File: src/hdl/qdpc_pkg.sv
// Constants, register map and state codes for the quad converter host controller.
// Assumes a 100 MHz pclk; shared by the controller, its checker, the model and the bench.
package qdpc_pkg;

	// Widths
	localparam int ADDR_W = 12;
	localparam int DATA_W = 16;
	localparam int CH_W = 2;
	localparam int NUM_CH = 4;
	localparam int CNT_W = 16;

	// Register offsets
	localparam logic [ADDR_W-1:0] OFS_CTRL = 12'h000;
	localparam logic [ADDR_W-1:0] OFS_DATA = 12'h004;
	localparam logic [ADDR_W-1:0] OFS_CMD = 12'h008;
	localparam logic [ADDR_W-1:0] OFS_STATUS = 12'h00C;
	localparam logic [ADDR_W-1:0] OFS_INBUF = 12'h010;
	localparam logic [ADDR_W-1:0] OFS_OUTBUF = 12'h020;

	// Control fields
	localparam int CTRL_AWAKE_BIT = 0;
	localparam int CTRL_AUTO_BIT = 1;
	localparam int CTRL_LOWV_BIT = 2;
	localparam int CTRL_RST_BIT = 3;
	localparam int CTRL_W = 4;
	localparam logic [CTRL_W-1:0] CTRL_RST_VAL = 4'h0;

	// Data word fields
	localparam int DATA_CH_LSB = 16;

	// Command fields
	localparam int CMD_UPDATE_BIT = 0;

	// Status fields
	localparam int STAT_BUSY_BIT = 0;
	localparam int STAT_READY_BIT = 1;
	localparam int STAT_SUPPLY_BIT = 2;
	localparam int STAT_DONE_BIT = 3;

	// Timing
	localparam int CLK_PERIOD_NS = 10;
	localparam int WAKE_5V_NS = 2500;
	localparam int WAKE_3V_NS = 5000;
	localparam int WAKE_5V_CYC = (WAKE_5V_NS + CLK_PERIOD_NS - 1) / CLK_PERIOD_NS;
	localparam int WAKE_3V_CYC = (WAKE_3V_NS + CLK_PERIOD_NS - 1) / CLK_PERIOD_NS;
	localparam int SETUP_CYC = 2;
	localparam int PULSE_CYC = 2;
	localparam int HOLD_CYC = 2;
	localparam int REST_CYC = 2;

	// Sequencer states
	typedef enum logic [6:0] {
		S_OFF = 7'b000_0001,
		S_IDLE = 7'b000_0010,
		S_SETUP = 7'b000_0100,
		S_SEL = 7'b000_1000,
		S_HOLD = 7'b001_0000,
		S_UPD = 7'b010_0000,
		S_REST = 7'b100_0000
	} qdpc_state_e;

endpackage

File: src/hdl/qdpc_timer.sv
// Down-counting phase timer with a one-cycle done pulse.
// Assumes start and load come from the same clock domain.
`timescale 1ns/100ps
module qdpc_timer #(
	parameter int CNT_W = 16
) (
	// Clock and reset
	input wire logic pclk,
	input wire logic presetn,
	// Control
	input wire logic start,
	input wire logic [CNT_W-1:0] load,
	// Status
	output logic busy,
	output logic done
);
	logic [CNT_W-1:0] count_r;
	logic [CNT_W-1:0] count_nxt;
	logic done_r;
	logic done_nxt;

	always_comb begin
		count_nxt = count_r;
		done_nxt = 1'b0;
		if (start) begin
			count_nxt = load;
		end else if (count_r != '0) begin
			count_nxt = count_r - 1'b1;
			done_nxt = (count_r == {{(CNT_W-1){1'b0}}, 1'b1});
		end
	end

	always_ff @(posedge pclk or negedge presetn) begin
		if (!presetn) begin
			count_r <= '0;
			done_r <= 1'b0;
		end else begin
			count_r <= count_nxt;
			done_r <= done_nxt;
		end
	end

	assign busy = (count_r != '0);
	assign done = done_r;
endmodule

File: src/hdl/qdpc_ctrl.sv
// Host-side controller for a quad 16-bit parallel-input converter.
// Assumes APB master on pclk; supply-good inputs synchronous to pclk.
//
// The APB interface to the registers and the placing of the registers are this design's own decisions.
`timescale 1ns/100ps
module qdpc_ctrl (
	// Clock and reset
	input wire logic pclk,
	input wire logic presetn,
	// APB slave
	input wire logic psel,
	input wire logic penable,
	input wire logic pwrite,
	input wire logic [qdpc_pkg::ADDR_W-1:0] paddr,
	input wire logic [31:0] pwdata,
	output logic [31:0] prdata,
	output logic pready,
	output logic pslverr,
	// Supply monitors
	input wire logic interface_supply,
	input wire logic analog_supply,
	// Converter data bus
	output logic [qdpc_pkg::DATA_W-1:0] dac_data_o,
	output logic dac_data_oe,
	input wire logic [qdpc_pkg::DATA_W-1:0] dac_data_i,
	// Converter control pins
	output logic dac_sel_n,
	output logic dac_dir,
	output logic channel_select_low,
	output logic channel_select_high,
	output logic output_update_strobe,
	output logic sleep_control_n,
	output logic dac_reset
);
	import qdpc_pkg::*;

	// APB and software-visible state
	logic pready_r, pready_nxt;
	logic pslverr_r, pslverr_nxt;
	logic [31:0] prdata_r, prdata_nxt;
	logic [CTRL_W-1:0] ctrl_r, ctrl_nxt;
	logic [DATA_W+CH_W-1:0] word_r, word_nxt;
	logic pend_wr_r, pend_wr_nxt;
	logic pend_upd_r, pend_upd_nxt;
	logic done_r, done_nxt;

	// Sequencer and pin state
	qdpc_state_e state_r, state_nxt;
	logic [DATA_W-1:0] data_r, data_nxt;
	logic oe_r, oe_nxt;
	logic sel_n_r, sel_n_nxt;
	logic [CH_W-1:0] ch_r, ch_nxt;
	logic upd_r, upd_nxt;
	logic sleep_n_r, sleep_n_nxt;
	logic rst_r, rst_nxt;
	logic ready_r, ready_nxt;
	logic [DATA_W-1:0] inbuf_r [NUM_CH];
	logic [DATA_W-1:0] inbuf_nxt [NUM_CH];
	logic [DATA_W-1:0] outbuf_r [NUM_CH];
	logic [DATA_W-1:0] outbuf_nxt [NUM_CH];

	// Timer hookups
	logic seq_start, seq_done;
	logic [CNT_W-1:0] seq_load;
	logic wake_start, wake_done;
	logic [CNT_W-1:0] wake_load;

	logic supply_ok;
	logic busy;
	logic access;
	logic seq_wr_taken;
	logic seq_upd_taken;
	logic seq_done_evt;

	assign supply_ok = interface_supply & analog_supply;
	assign busy = (state_r != S_IDLE) | pend_wr_r | pend_upd_r;
	assign access = psel & penable & pready_r;

	qdpc_timer #(
		.CNT_W(CNT_W)
	) u_seq_timer (
		.pclk(pclk),
		.presetn(presetn),
		.start(seq_start),
		.load(seq_load),
		.busy(),
		.done(seq_done)
	);

	qdpc_timer #(
		.CNT_W(CNT_W)
	) u_wake_timer (
		.pclk(pclk),
		.presetn(presetn),
		.start(wake_start),
		.load(wake_load),
		.busy(),
		.done(wake_done)
	);

	// APB decode and register writes
	always_comb begin
		pready_nxt = psel & penable & ~pready_r;
		pslverr_nxt = 1'b0;
		prdata_nxt = 32'h0000_0000;
		ctrl_nxt = ctrl_r;
		word_nxt = word_r;
		pend_wr_nxt = pend_wr_r & ~seq_wr_taken;
		pend_upd_nxt = pend_upd_r & ~seq_upd_taken;
		done_nxt = done_r;
		if (pready_nxt) begin
			if (paddr == OFS_CTRL) begin
				prdata_nxt = {{(32-CTRL_W){1'b0}}, ctrl_r};
			end else if (paddr == OFS_DATA) begin
				prdata_nxt = {{(32-DATA_W-CH_W){1'b0}}, word_r};
				pslverr_nxt = pwrite & busy;
			end else if (paddr == OFS_CMD) begin
				pslverr_nxt = pwrite & busy;
			end else if (paddr == OFS_STATUS) begin
				prdata_nxt[STAT_BUSY_BIT] = busy;
				prdata_nxt[STAT_READY_BIT] = ready_r;
				prdata_nxt[STAT_SUPPLY_BIT] = supply_ok;
				prdata_nxt[STAT_DONE_BIT] = done_r;
			end else if (paddr[ADDR_W-1:4] == OFS_INBUF[ADDR_W-1:4] && paddr[1:0] == 2'b00) begin
				prdata_nxt = {16'h0000, inbuf_r[paddr[3:2]]};
				pslverr_nxt = pwrite;
			end else if (paddr[ADDR_W-1:4] == OFS_OUTBUF[ADDR_W-1:4] && paddr[1:0] == 2'b00) begin
				prdata_nxt = {16'h0000, outbuf_r[paddr[3:2]]};
				pslverr_nxt = pwrite;
			end else begin
				pslverr_nxt = 1'b1;
			end
		end
		if (access && pwrite && !pslverr_r) begin
			if (paddr == OFS_CTRL) begin
				ctrl_nxt = pwdata[CTRL_W-1:0];
			end else if (paddr == OFS_DATA) begin
				word_nxt = pwdata[DATA_W+CH_W-1:0];
				pend_wr_nxt = 1'b1;
			end else if (paddr == OFS_CMD) begin
				pend_upd_nxt = pwdata[CMD_UPDATE_BIT];
			end else if (paddr == OFS_STATUS && pwdata[STAT_DONE_BIT]) begin
				done_nxt = 1'b0;
			end
		end
		if (seq_done_evt) begin
			done_nxt = 1'b1;
		end
	end

	always_ff @(posedge pclk or negedge presetn) begin
		if (!presetn) begin
			pready_r <= 1'b0;
			pslverr_r <= 1'b0;
			prdata_r <= 32'h0000_0000;
			ctrl_r <= CTRL_RST_VAL;
			word_r <= '0;
			pend_wr_r <= 1'b0;
			pend_upd_r <= 1'b0;
			done_r <= 1'b0;
		end else begin
			pready_r <= pready_nxt;
			pslverr_r <= pslverr_nxt;
			prdata_r <= prdata_nxt;
			ctrl_r <= ctrl_nxt;
			word_r <= word_nxt;
			pend_wr_r <= pend_wr_nxt;
			pend_upd_r <= pend_upd_nxt;
			done_r <= done_nxt;
		end
	end

	// Pin sequencer
	always_comb begin
		state_nxt = state_r;
		data_nxt = data_r;
		oe_nxt = oe_r;
		sel_n_nxt = sel_n_r;
		ch_nxt = ch_r;
		upd_nxt = upd_r;
		sleep_n_nxt = ctrl_r[CTRL_AWAKE_BIT];
		rst_nxt = ctrl_r[CTRL_RST_BIT];
		ready_nxt = ready_r;
		inbuf_nxt = inbuf_r;
		outbuf_nxt = outbuf_r;
		seq_start = 1'b0;
		seq_load = '0;
		seq_wr_taken = 1'b0;
		seq_upd_taken = 1'b0;
		seq_done_evt = 1'b0;
		case (state_r)
			S_OFF: begin
				if (supply_ok) begin
					sel_n_nxt = 1'b1;
					state_nxt = S_IDLE;
				end
			end
			S_IDLE: begin
				if (pend_wr_r) begin
					data_nxt = word_r[DATA_W-1:0];
					ch_nxt = word_r[DATA_CH_LSB +: CH_W];
					oe_nxt = 1'b1;
					seq_wr_taken = 1'b1;
					seq_start = 1'b1;
					seq_load = CNT_W'(SETUP_CYC);
					state_nxt = S_SETUP;
				end else if (pend_upd_r) begin
					upd_nxt = 1'b1;
					seq_upd_taken = 1'b1;
					seq_start = 1'b1;
					seq_load = CNT_W'(PULSE_CYC);
					state_nxt = S_UPD;
				end
			end
			S_SETUP: begin
				if (seq_done) begin
					sel_n_nxt = 1'b0;
					seq_start = 1'b1;
					seq_load = CNT_W'(PULSE_CYC);
					state_nxt = S_SEL;
				end
			end
			S_SEL: begin
				if (seq_done) begin
					sel_n_nxt = 1'b1;
					inbuf_nxt[ch_r] = data_r;
					seq_start = 1'b1;
					seq_load = CNT_W'(HOLD_CYC);
					state_nxt = S_HOLD;
				end
			end
			S_HOLD: begin
				if (seq_done) begin
					oe_nxt = 1'b0;
					if (ctrl_r[CTRL_AUTO_BIT]) begin
						upd_nxt = 1'b1;
						seq_start = 1'b1;
						seq_load = CNT_W'(PULSE_CYC);
						state_nxt = S_UPD;
					end else begin
						seq_done_evt = 1'b1;
						state_nxt = S_IDLE;
					end
				end
			end
			S_UPD: begin
				if (seq_done) begin
					upd_nxt = 1'b0;
					for (int i = 0; i < NUM_CH; i++) begin
						outbuf_nxt[i] = inbuf_r[i];
					end
					seq_start = 1'b1;
					seq_load = CNT_W'(REST_CYC);
					state_nxt = S_REST;
				end
			end
			S_REST: begin
				if (seq_done) begin
					seq_done_evt = 1'b1;
					state_nxt = S_IDLE;
				end
			end
			default: begin
				state_nxt = S_OFF;
			end
		endcase
		if (!supply_ok || state_r == S_OFF) begin
			state_nxt = supply_ok ? state_nxt : S_OFF;
			data_nxt = '0;
			oe_nxt = supply_ok ? 1'b0 : 1'b1;
			sel_n_nxt = supply_ok;
			ch_nxt = '0;
			upd_nxt = 1'b0;
			sleep_n_nxt = 1'b0;
			rst_nxt = 1'b0;
			seq_wr_taken = pend_wr_r;
			seq_upd_taken = pend_upd_r;
			for (int i = 0; i < NUM_CH; i++) begin
				inbuf_nxt[i] = '0;
				outbuf_nxt[i] = '0;
			end
		end
		wake_start = sleep_n_nxt & ~sleep_n_r;
		wake_load = ctrl_r[CTRL_LOWV_BIT] ? CNT_W'(WAKE_3V_CYC) : CNT_W'(WAKE_5V_CYC);
		if (!sleep_n_nxt || wake_start) begin
			ready_nxt = 1'b0;
		end else if (wake_done) begin
			ready_nxt = 1'b1;
		end
	end

	always_ff @(posedge pclk or negedge presetn) begin
		if (!presetn) begin
			state_r <= S_OFF;
			data_r <= '0;
			oe_r <= 1'b1;
			sel_n_r <= 1'b0;
			ch_r <= '0;
			upd_r <= 1'b0;
			sleep_n_r <= 1'b0;
			rst_r <= 1'b0;
			ready_r <= 1'b0;
			for (int i = 0; i < NUM_CH; i++) begin
				inbuf_r[i] <= '0;
				outbuf_r[i] <= '0;
			end
		end else begin
			state_r <= state_nxt;
			data_r <= data_nxt;
			oe_r <= oe_nxt;
			sel_n_r <= sel_n_nxt;
			ch_r <= ch_nxt;
			upd_r <= upd_nxt;
			sleep_n_r <= sleep_n_nxt;
			rst_r <= rst_nxt;
			ready_r <= ready_nxt;
			inbuf_r <= inbuf_nxt;
			outbuf_r <= outbuf_nxt;
		end
	end

	// Outputs
	assign prdata = prdata_r;
	assign pready = pready_r;
	assign pslverr = pslverr_r;
	assign dac_data_o = data_r;
	assign dac_data_oe = oe_r;
	assign dac_sel_n = sel_n_r;
	assign dac_dir = 1'b0 & dac_data_i[0];
	assign channel_select_low = ch_r[0];
	assign channel_select_high = ch_r[1];
	assign output_update_strobe = upd_r;
	assign sleep_control_n = sleep_n_r;
	assign dac_reset = rst_r;
endmodule

File: config.mk
export PLATFORM = sky130hd
export DESIGN_NAME = qdpc_ctrl
export DESIGN_NICKNAME = d
export VERILOG_FILES = /design/src/hdl/qdpc_pkg.sv /design/src/hdl/qdpc_timer.sv /design/src/hdl/qdpc_ctrl.sv
export SDC_FILE = /design/constraint.sdc
export NUM_CORES = 1
export LEC_CHECK = 0
export BUFFER_PORTS_ARGS = -buffer_cell sky130_fd_sc_hd__buf_2
export CAP_MARGIN = 30
export CORE_MARGIN = 1
export CORE_UTILIZATION = 25
export DETAILED_ROUTE_END_ITERATION = 10
export SLEW_MARGIN = 20
export SYNTH_ARGS = -nofsm -noshare
export SYNTH_HDL_FRONTEND = slang
export SYNTH_SLANG_ARGS = --single-unit
export TNS_END_PERCENT = 10
File: constraint.sdc
create_clock -name pclk -period 2.29 [get_ports pclk]
set_input_delay 0.229 -clock pclk [delete_from_list [all_inputs] [get_ports pclk]]
set_output_delay 0.229 -clock pclk [all_outputs]
set_load 0.05 [all_outputs]
Yosys cells after proc, flatten, opt, wreduce, memory -nomap -nowiden. Index checks and enable logic that the tools add are counted.

Register bits: 252. Bits in latches: 0. RAM bits: 0. Bits in read-only memories: 0. Memories kept: 0.

Add/sub/neg operators: 2. Multiply operators: 0. Divide/modulo/power cells: 0. Magnitude comparators: 3. Eq/ne operators: 27. Shifts and indexed selects: 0. Muxes and demuxes: 110. Bitwise logic cells: 17. Reduce and logical (&&, ||, !) cells: 38.

Operator list (count): 64-bit 2-to-1 mux (6); 16-bit 2-to-1 mux (14); 32-bit 2-to-1 mux (4); 7-bit 2-to-1 mux (10); 16-bit binary-select mux with 2-bit select (2); 64-bit bitwise mux (1); 1-bit 2-to-1 mux (53); 7-bit one-hot mux with 7 select lines (1); 16-bit demux with 2-bit select (1); 16-bit by 1-bit == test with 1-bit output, second input constant (2); 16-bit nonzero test (2); 16-bit by 1-bit subtractor with 16-bit output, second input constant (2); 28-bit 2-to-1 mux (1); 12-bit by 4-bit == test with 1-bit output, second input constant (2); 2-bit nonzero test (10); 2-bit 2-to-1 mux (8); 3-bit by 2-bit inequality test with 1-bit output, second input constant (5); 12-bit by 3-bit == test with 1-bit output, second input constant (1); 12-bit zero test (1); 3-bit inequality test, second input constant (4); 9-bit 2-to-1 mux (1); 1-bit one-hot mux with 3 select lines (3); 1-bit bitwise AND (8); 8-bit by 1-bit == test with 1-bit output, second input constant (1); 31 further kinds (54).

Longest topological paths before layout.
Depth in word-level cells: 11. Mapped depth: 8. Gate-level depth less buffers: 6.

Hierarchy. A second synthesis with hierarchy kept.

Cell total of the unflattened synthesis: 1147. Area, all modules: 11823.8 µm².

By module, submodules not included: qdpc_ctrl (instances 1, cells each 896, area an instance 9654.3 µm², sequential area each 5107.4 µm²); qdpc_timer at u_seq_timer (instances 1, cells each 128, area an instance 1094.8 µm², sequential area each 425.4 µm²); qdpc_timer at u_wake_timer (instances 1, cells each 123, area an instance 1074.8 µm², sequential area each 425.4 µm²).

Worst setup path after synthesis. No wires, ideal clock.

Kind: register -> register. Start: register state_r[0]. End: register inbuf_r[49] (netlist bit). Library setup time: 0.127 ns. Arrival time: 1.869 ns. Required time: 2.163 ns. Slack: 0.294 ns. Cell stages (with the launch flop): 7. Buffers on the path: 2. Period minus slack after synthesis: 1.996 ns. Cell sequence: dfstp_2 buf_2 nor4b_1 a21oi_1 clkbuf_1 nand2_1 mux2i_1.

Word-level cells in the longest chain between the ends: 4.

RTL lines: start: declaration (line qdpc_ctrl.sv:48) `qdpc_state_e state_r, state_nxt;`; start signal: assignment (line qdpc_ctrl.sv:308) `state_r <= state_nxt;`; 7-bit by 1-bit == test with 1-bit output (line qdpc_ctrl.sv:267) `if (!supply_ok || state_r == S_OFF) begin`; 1-bit logical OR (line qdpc_ctrl.sv:267); 2-bit nonzero test (no line); 2-bit AND reduction (no line); end signal: assignment (line qdpc_ctrl.sv:317) `inbuf_r <= inbuf_nxt;`; end: declaration (line qdpc_ctrl.sv:57) `logic [DATA_W-1:0] inbuf_r [NUM_CH];`.

Several ways; a longest one is shown, not always the timed one. A chain may end at the register's enable or synchronous reset.

Worst setup path after layout.
Start: register state_r[1]. End: register upd_r, in the netlist output_update_strobe.

Word-level cells in the longest chain between the ends: 4.

RTL lines: 7-bit by 1-bit == test with 1-bit output (line qdpc_ctrl.sv:267); 1-bit logical OR (line qdpc_ctrl.sv:267); 3-bit by 2-bit inequality test with 1-bit output (no line), or another cell as far along; 6-bit AND reduction (no line); end signal: assignment (line qdpc_ctrl.sv:313) `upd_r <= upd_nxt;`; end: declaration (line qdpc_ctrl.sv:53) `logic upd_r, upd_nxt;`.

Several ways; a longest one is shown, not always the timed one.

==> results.sh <==
export IMPL_status="finished clean"
export IMPL_cts_tree="built"
export IMPL_synthToLayoutAreaGrowth_pct=19.3
export IMPL_leakage_nw=5.98
export IMPL_hold_violations=0
export IMPL_cts_buffers=24
export IMPL_slowest_delay_ns=0.66
export IMPL_ir_drop_mv=0.642
export IMPL_slew_limit_headroom=0.475
export IMPL_grt_max_degree=69
export IMPL_via_per_inst=4.83
export IMPL_diodes=0
export IMPL_port_buffers=79
export IMPL_core_um2=45500
export IMPL_grt_total_usage=0.124
export IMPL_drv_cap=0
export IMPL_path_class="reg2reg"
export IMPL_synth_warnings=0
export IMPL_utilization=0.303
export IMPL_die_y_um=217
export IMPL_cts_sinks=238
export IMPL_post_route_worst_setup_slack_ns=0.168
export IMPL_nets=1277
export IMPL_drt_iter0_markers=594
export IMPL_syn_inst=1104
export IMPL_crit_buf_inv=0
export IMPL_p_total_mw=9.37
export IMPL_multi_input_area_um2=5180
export IMPL_synth_cell_area_um2=11600
export IMPL_grt_pass1_wl_um=47500
export IMPL_wirelength_um=29400
export IMPL_clock_tree_root_cell="clkbuf_16"
export IMPL_antenna_found_initial=0
export IMPL_crit_slowest_cell="or4b_2"
export IMPL_critical_path_top_delay_family="simple AND/OR/NAND/NOR gates"
export IMPL_crit_path_cell_trace="or4b_2, nor3_1, a221oi_1, nor4_1"
export IMPL_cts_buffer_depth=3
export IMPL_drt_pre_antenna_iters=5
export IMPL_htree_num_levels=1
export IMPL_gp_congestion=0.802
export IMPL_arrival_ns=2.53
export IMPL_power_density_nw_per_um2=680
export IMPL_worst_path_stages=4
export IMPL_cp_required_ns=2.70
export IMPL_clock_skew_ns=0.0124
export IMPL_endpoint_kind="flip-flop"
export IMPL_grt_ovfl_total=0
export IMPL_synth_edf_count=0
export IMPL_final_cells=1818
export IMPL_ys_types=66
export IMPL_period_minus_slack_ns=2.12
export IMPL_place_inst=1758
export IMPL_asyncSetResetFlopFracSynth=1.00
export IMPL_ant_nets=0
export IMPL_tightest_slew_ns=0.786
export IMPL_setup_tns_ns=0
export IMPL_die_area_um2=47100
export IMPL_worst_setup_hold_path_clk_slew_ns=0.06
export IMPL_grt_pass1_vias=8868
export IMPL_pre_cts_ws_ns=0.131
export IMPL_wl_per_cell_um=16.2
export IMPL_start_util=0.254
export IMPL_die_x_um=217
export IMPL_reg2reg_depth=4
export IMPL_ys_ff_latch=238
export IMPL_fill_cells=4718
export IMPL_synth_seq_area_share=0.516
export IMPL_cp_max_fo=10
export IMPL_register_area_um2=5960
export IMPL_hpwl_um=19600
export IMPL_clkLatencyLatePin_ns=0.53
export IMPL_hold_depth=2
export IMPL_setup_viol=0
export IMPL_hold_class="in2reg"
export IMPL_syn_area_per_cell_um2=10.5
export IMPL_grt_setup_unrepaired="no"
export IMPL_ys_flop_type="dfrtp_1"
export IMPL_vias=8781
export IMPL_drv_slew=0
export IMPL_placementRows=78
export IMPL_pin_count=125
export IMPL_fmax_mhz=471
export IMPL_drc_errors=0
export IMPL_layout_drive_gt1_share=0.214
export IMPL_timing_final_crit_share=0.927
export IMPL_cp_start_kind="flip-flop"
where the power goes:
part	switching [mW]	leakage, nW	total (mW)	internal, mW
Combinational	0.612	2.36	1.01	0.399
Clock	1.62	0.375	3.84	2.22
Sequential	0.160	3.24	4.51	4.35
area by class of cell:
class	count	share of cell area
clock buffers	33	0.0505
clock inverters	7	0.00454
inverters	10	0.00272
multi-input cells	778	0.376
flip-flops and latches	238	0.433
well taps	600	0.0545
repair buffers	152	0.0788
repair_timing:
item | 4_1_cts | 5_1_grt
resized for setup | 0 | 1
hold buffers | 18 | 0
buffers inserted | 0 | 1
endpoints found under the hold margin | 81 | 0
setup endpoints to repair | 0 | 13
stage by stage:
step	hold slack [ns]	cell area, µm²
after global placement	0.222	12800
after global routing	0.0208	13800
after CTS	0.00832	13800
after floorplan	-0.0666	11600
final	0.0226	13800
after detailed placement	0.225	12800
flip-flops by register name, summed over array words and instances, names as in the netlist, 2 cells and up:
name,cells
ch_r,2
u_seq_timer.count_r,16
prdata,18
inbuf_r,64
dac_data_o,16
word_r,18
u_wake_timer.count_r,16
state_r,7
ctrl_r,4
outbuf_r,64
synthesized netlist by cell type (7+ instances only):
master | instances | area (µm²)
nand3_1 | 11 | 55.1
nor4_1 | 15 | 93.8
buf_2 | 29 | 145
nand2_1 | 260 | 976
nor3_1 | 7 | 35.0
nor2b_1 | 9 | 56.3
mux2i_1 | 66 | 661
or3_1 | 14 | 87.6
or2_2 | 8 | 50.1
o2bb2ai_1 | 12 | 105
mux4_2 | 31 | 698
buf_1 | 7 | 26.3
clkbuf_1 | 39 | 146
a22oi_1 | 17 | 128
buf_4 | 16 | 120
or4_1 | 16 | 120
dfrtp_1 | 236 | 5910
mux2_2 | 26 | 293
and2_1 | 7 | 43.8
nor2_1 | 25 | 93.8
o21ai_0 | 20 | 100
o31ai_1 | 13 | 97.6
inv_1 | 10 | 37.5
a21oi_1 | 106 | 531
layer usage:
layer / up-vias / global-route usage / part of all wire
met4: 0 / 0.0460 / 0.028
met3: 49 / 0.0161 / 0.045
met2: 227 / 0.208 / 0.48
met1: 4408 / 0.162 / 0.44
li1: 4097 / - / -
met5: - / 0 / 0
final timing paths:
path / start / end / slack [ns]
max: state_r[1] / output_update_strobe / 0.17
min: pwdata[0] / word_r[0] / 0.02
max reg2reg: state_r[1] / output_update_strobe / 0.17
min reg2reg: done_r / done_r / 0.48
max in group asynchronous: presetn / inbuf_r[52] / 1.29
min in group asynchronous: presetn / word_r[6] / 0.24
worst register-to-register path, delay by kind of cell, from the launching register on:
kind             cells  cell delay, ns
flip-flops           1            0.54
AND/OR/NAND/NOR      3            1.31
AO/OA/AOI/OAI        1            0.16
cell families after synthesis:
family	Yosys count	share of synthesized area
and+or+nand+nor	422	0.176
DFF	238	0.516
AOI/OAI and AO/OA	205	0.110
muxes	123	0.143
buffers and inverters	103	0.0431
adders and majority gates	6	0.00650
xor gates and xnor gates	6	0.00455
other	1	0.000325
cells in the final DEF, fill, tap and decap left out, types with 7 or more instances in the layout:
cell and n:
nand2_1 260, clkbuf_16 25, a22oi_1 17, conb_1 15, or3_1 14, dlygate4sd3_1 18
buf_2 78, or2_2 8, inv_1 10, mux2_2 26, and2_1 7, nand3_1 10
dfrtp_1 236, buf_4 48, or4_1 16, buf_12 7, a21oi_1 105, o21ai_0 20
nor4_1 15, o2bb2ai_1 12, mux2i_1 66, nor2_1 25, o31ai_1 13, mux4_2 31
nor2b_1 9
No activity file was read; power rests on OpenSTA's default activity.
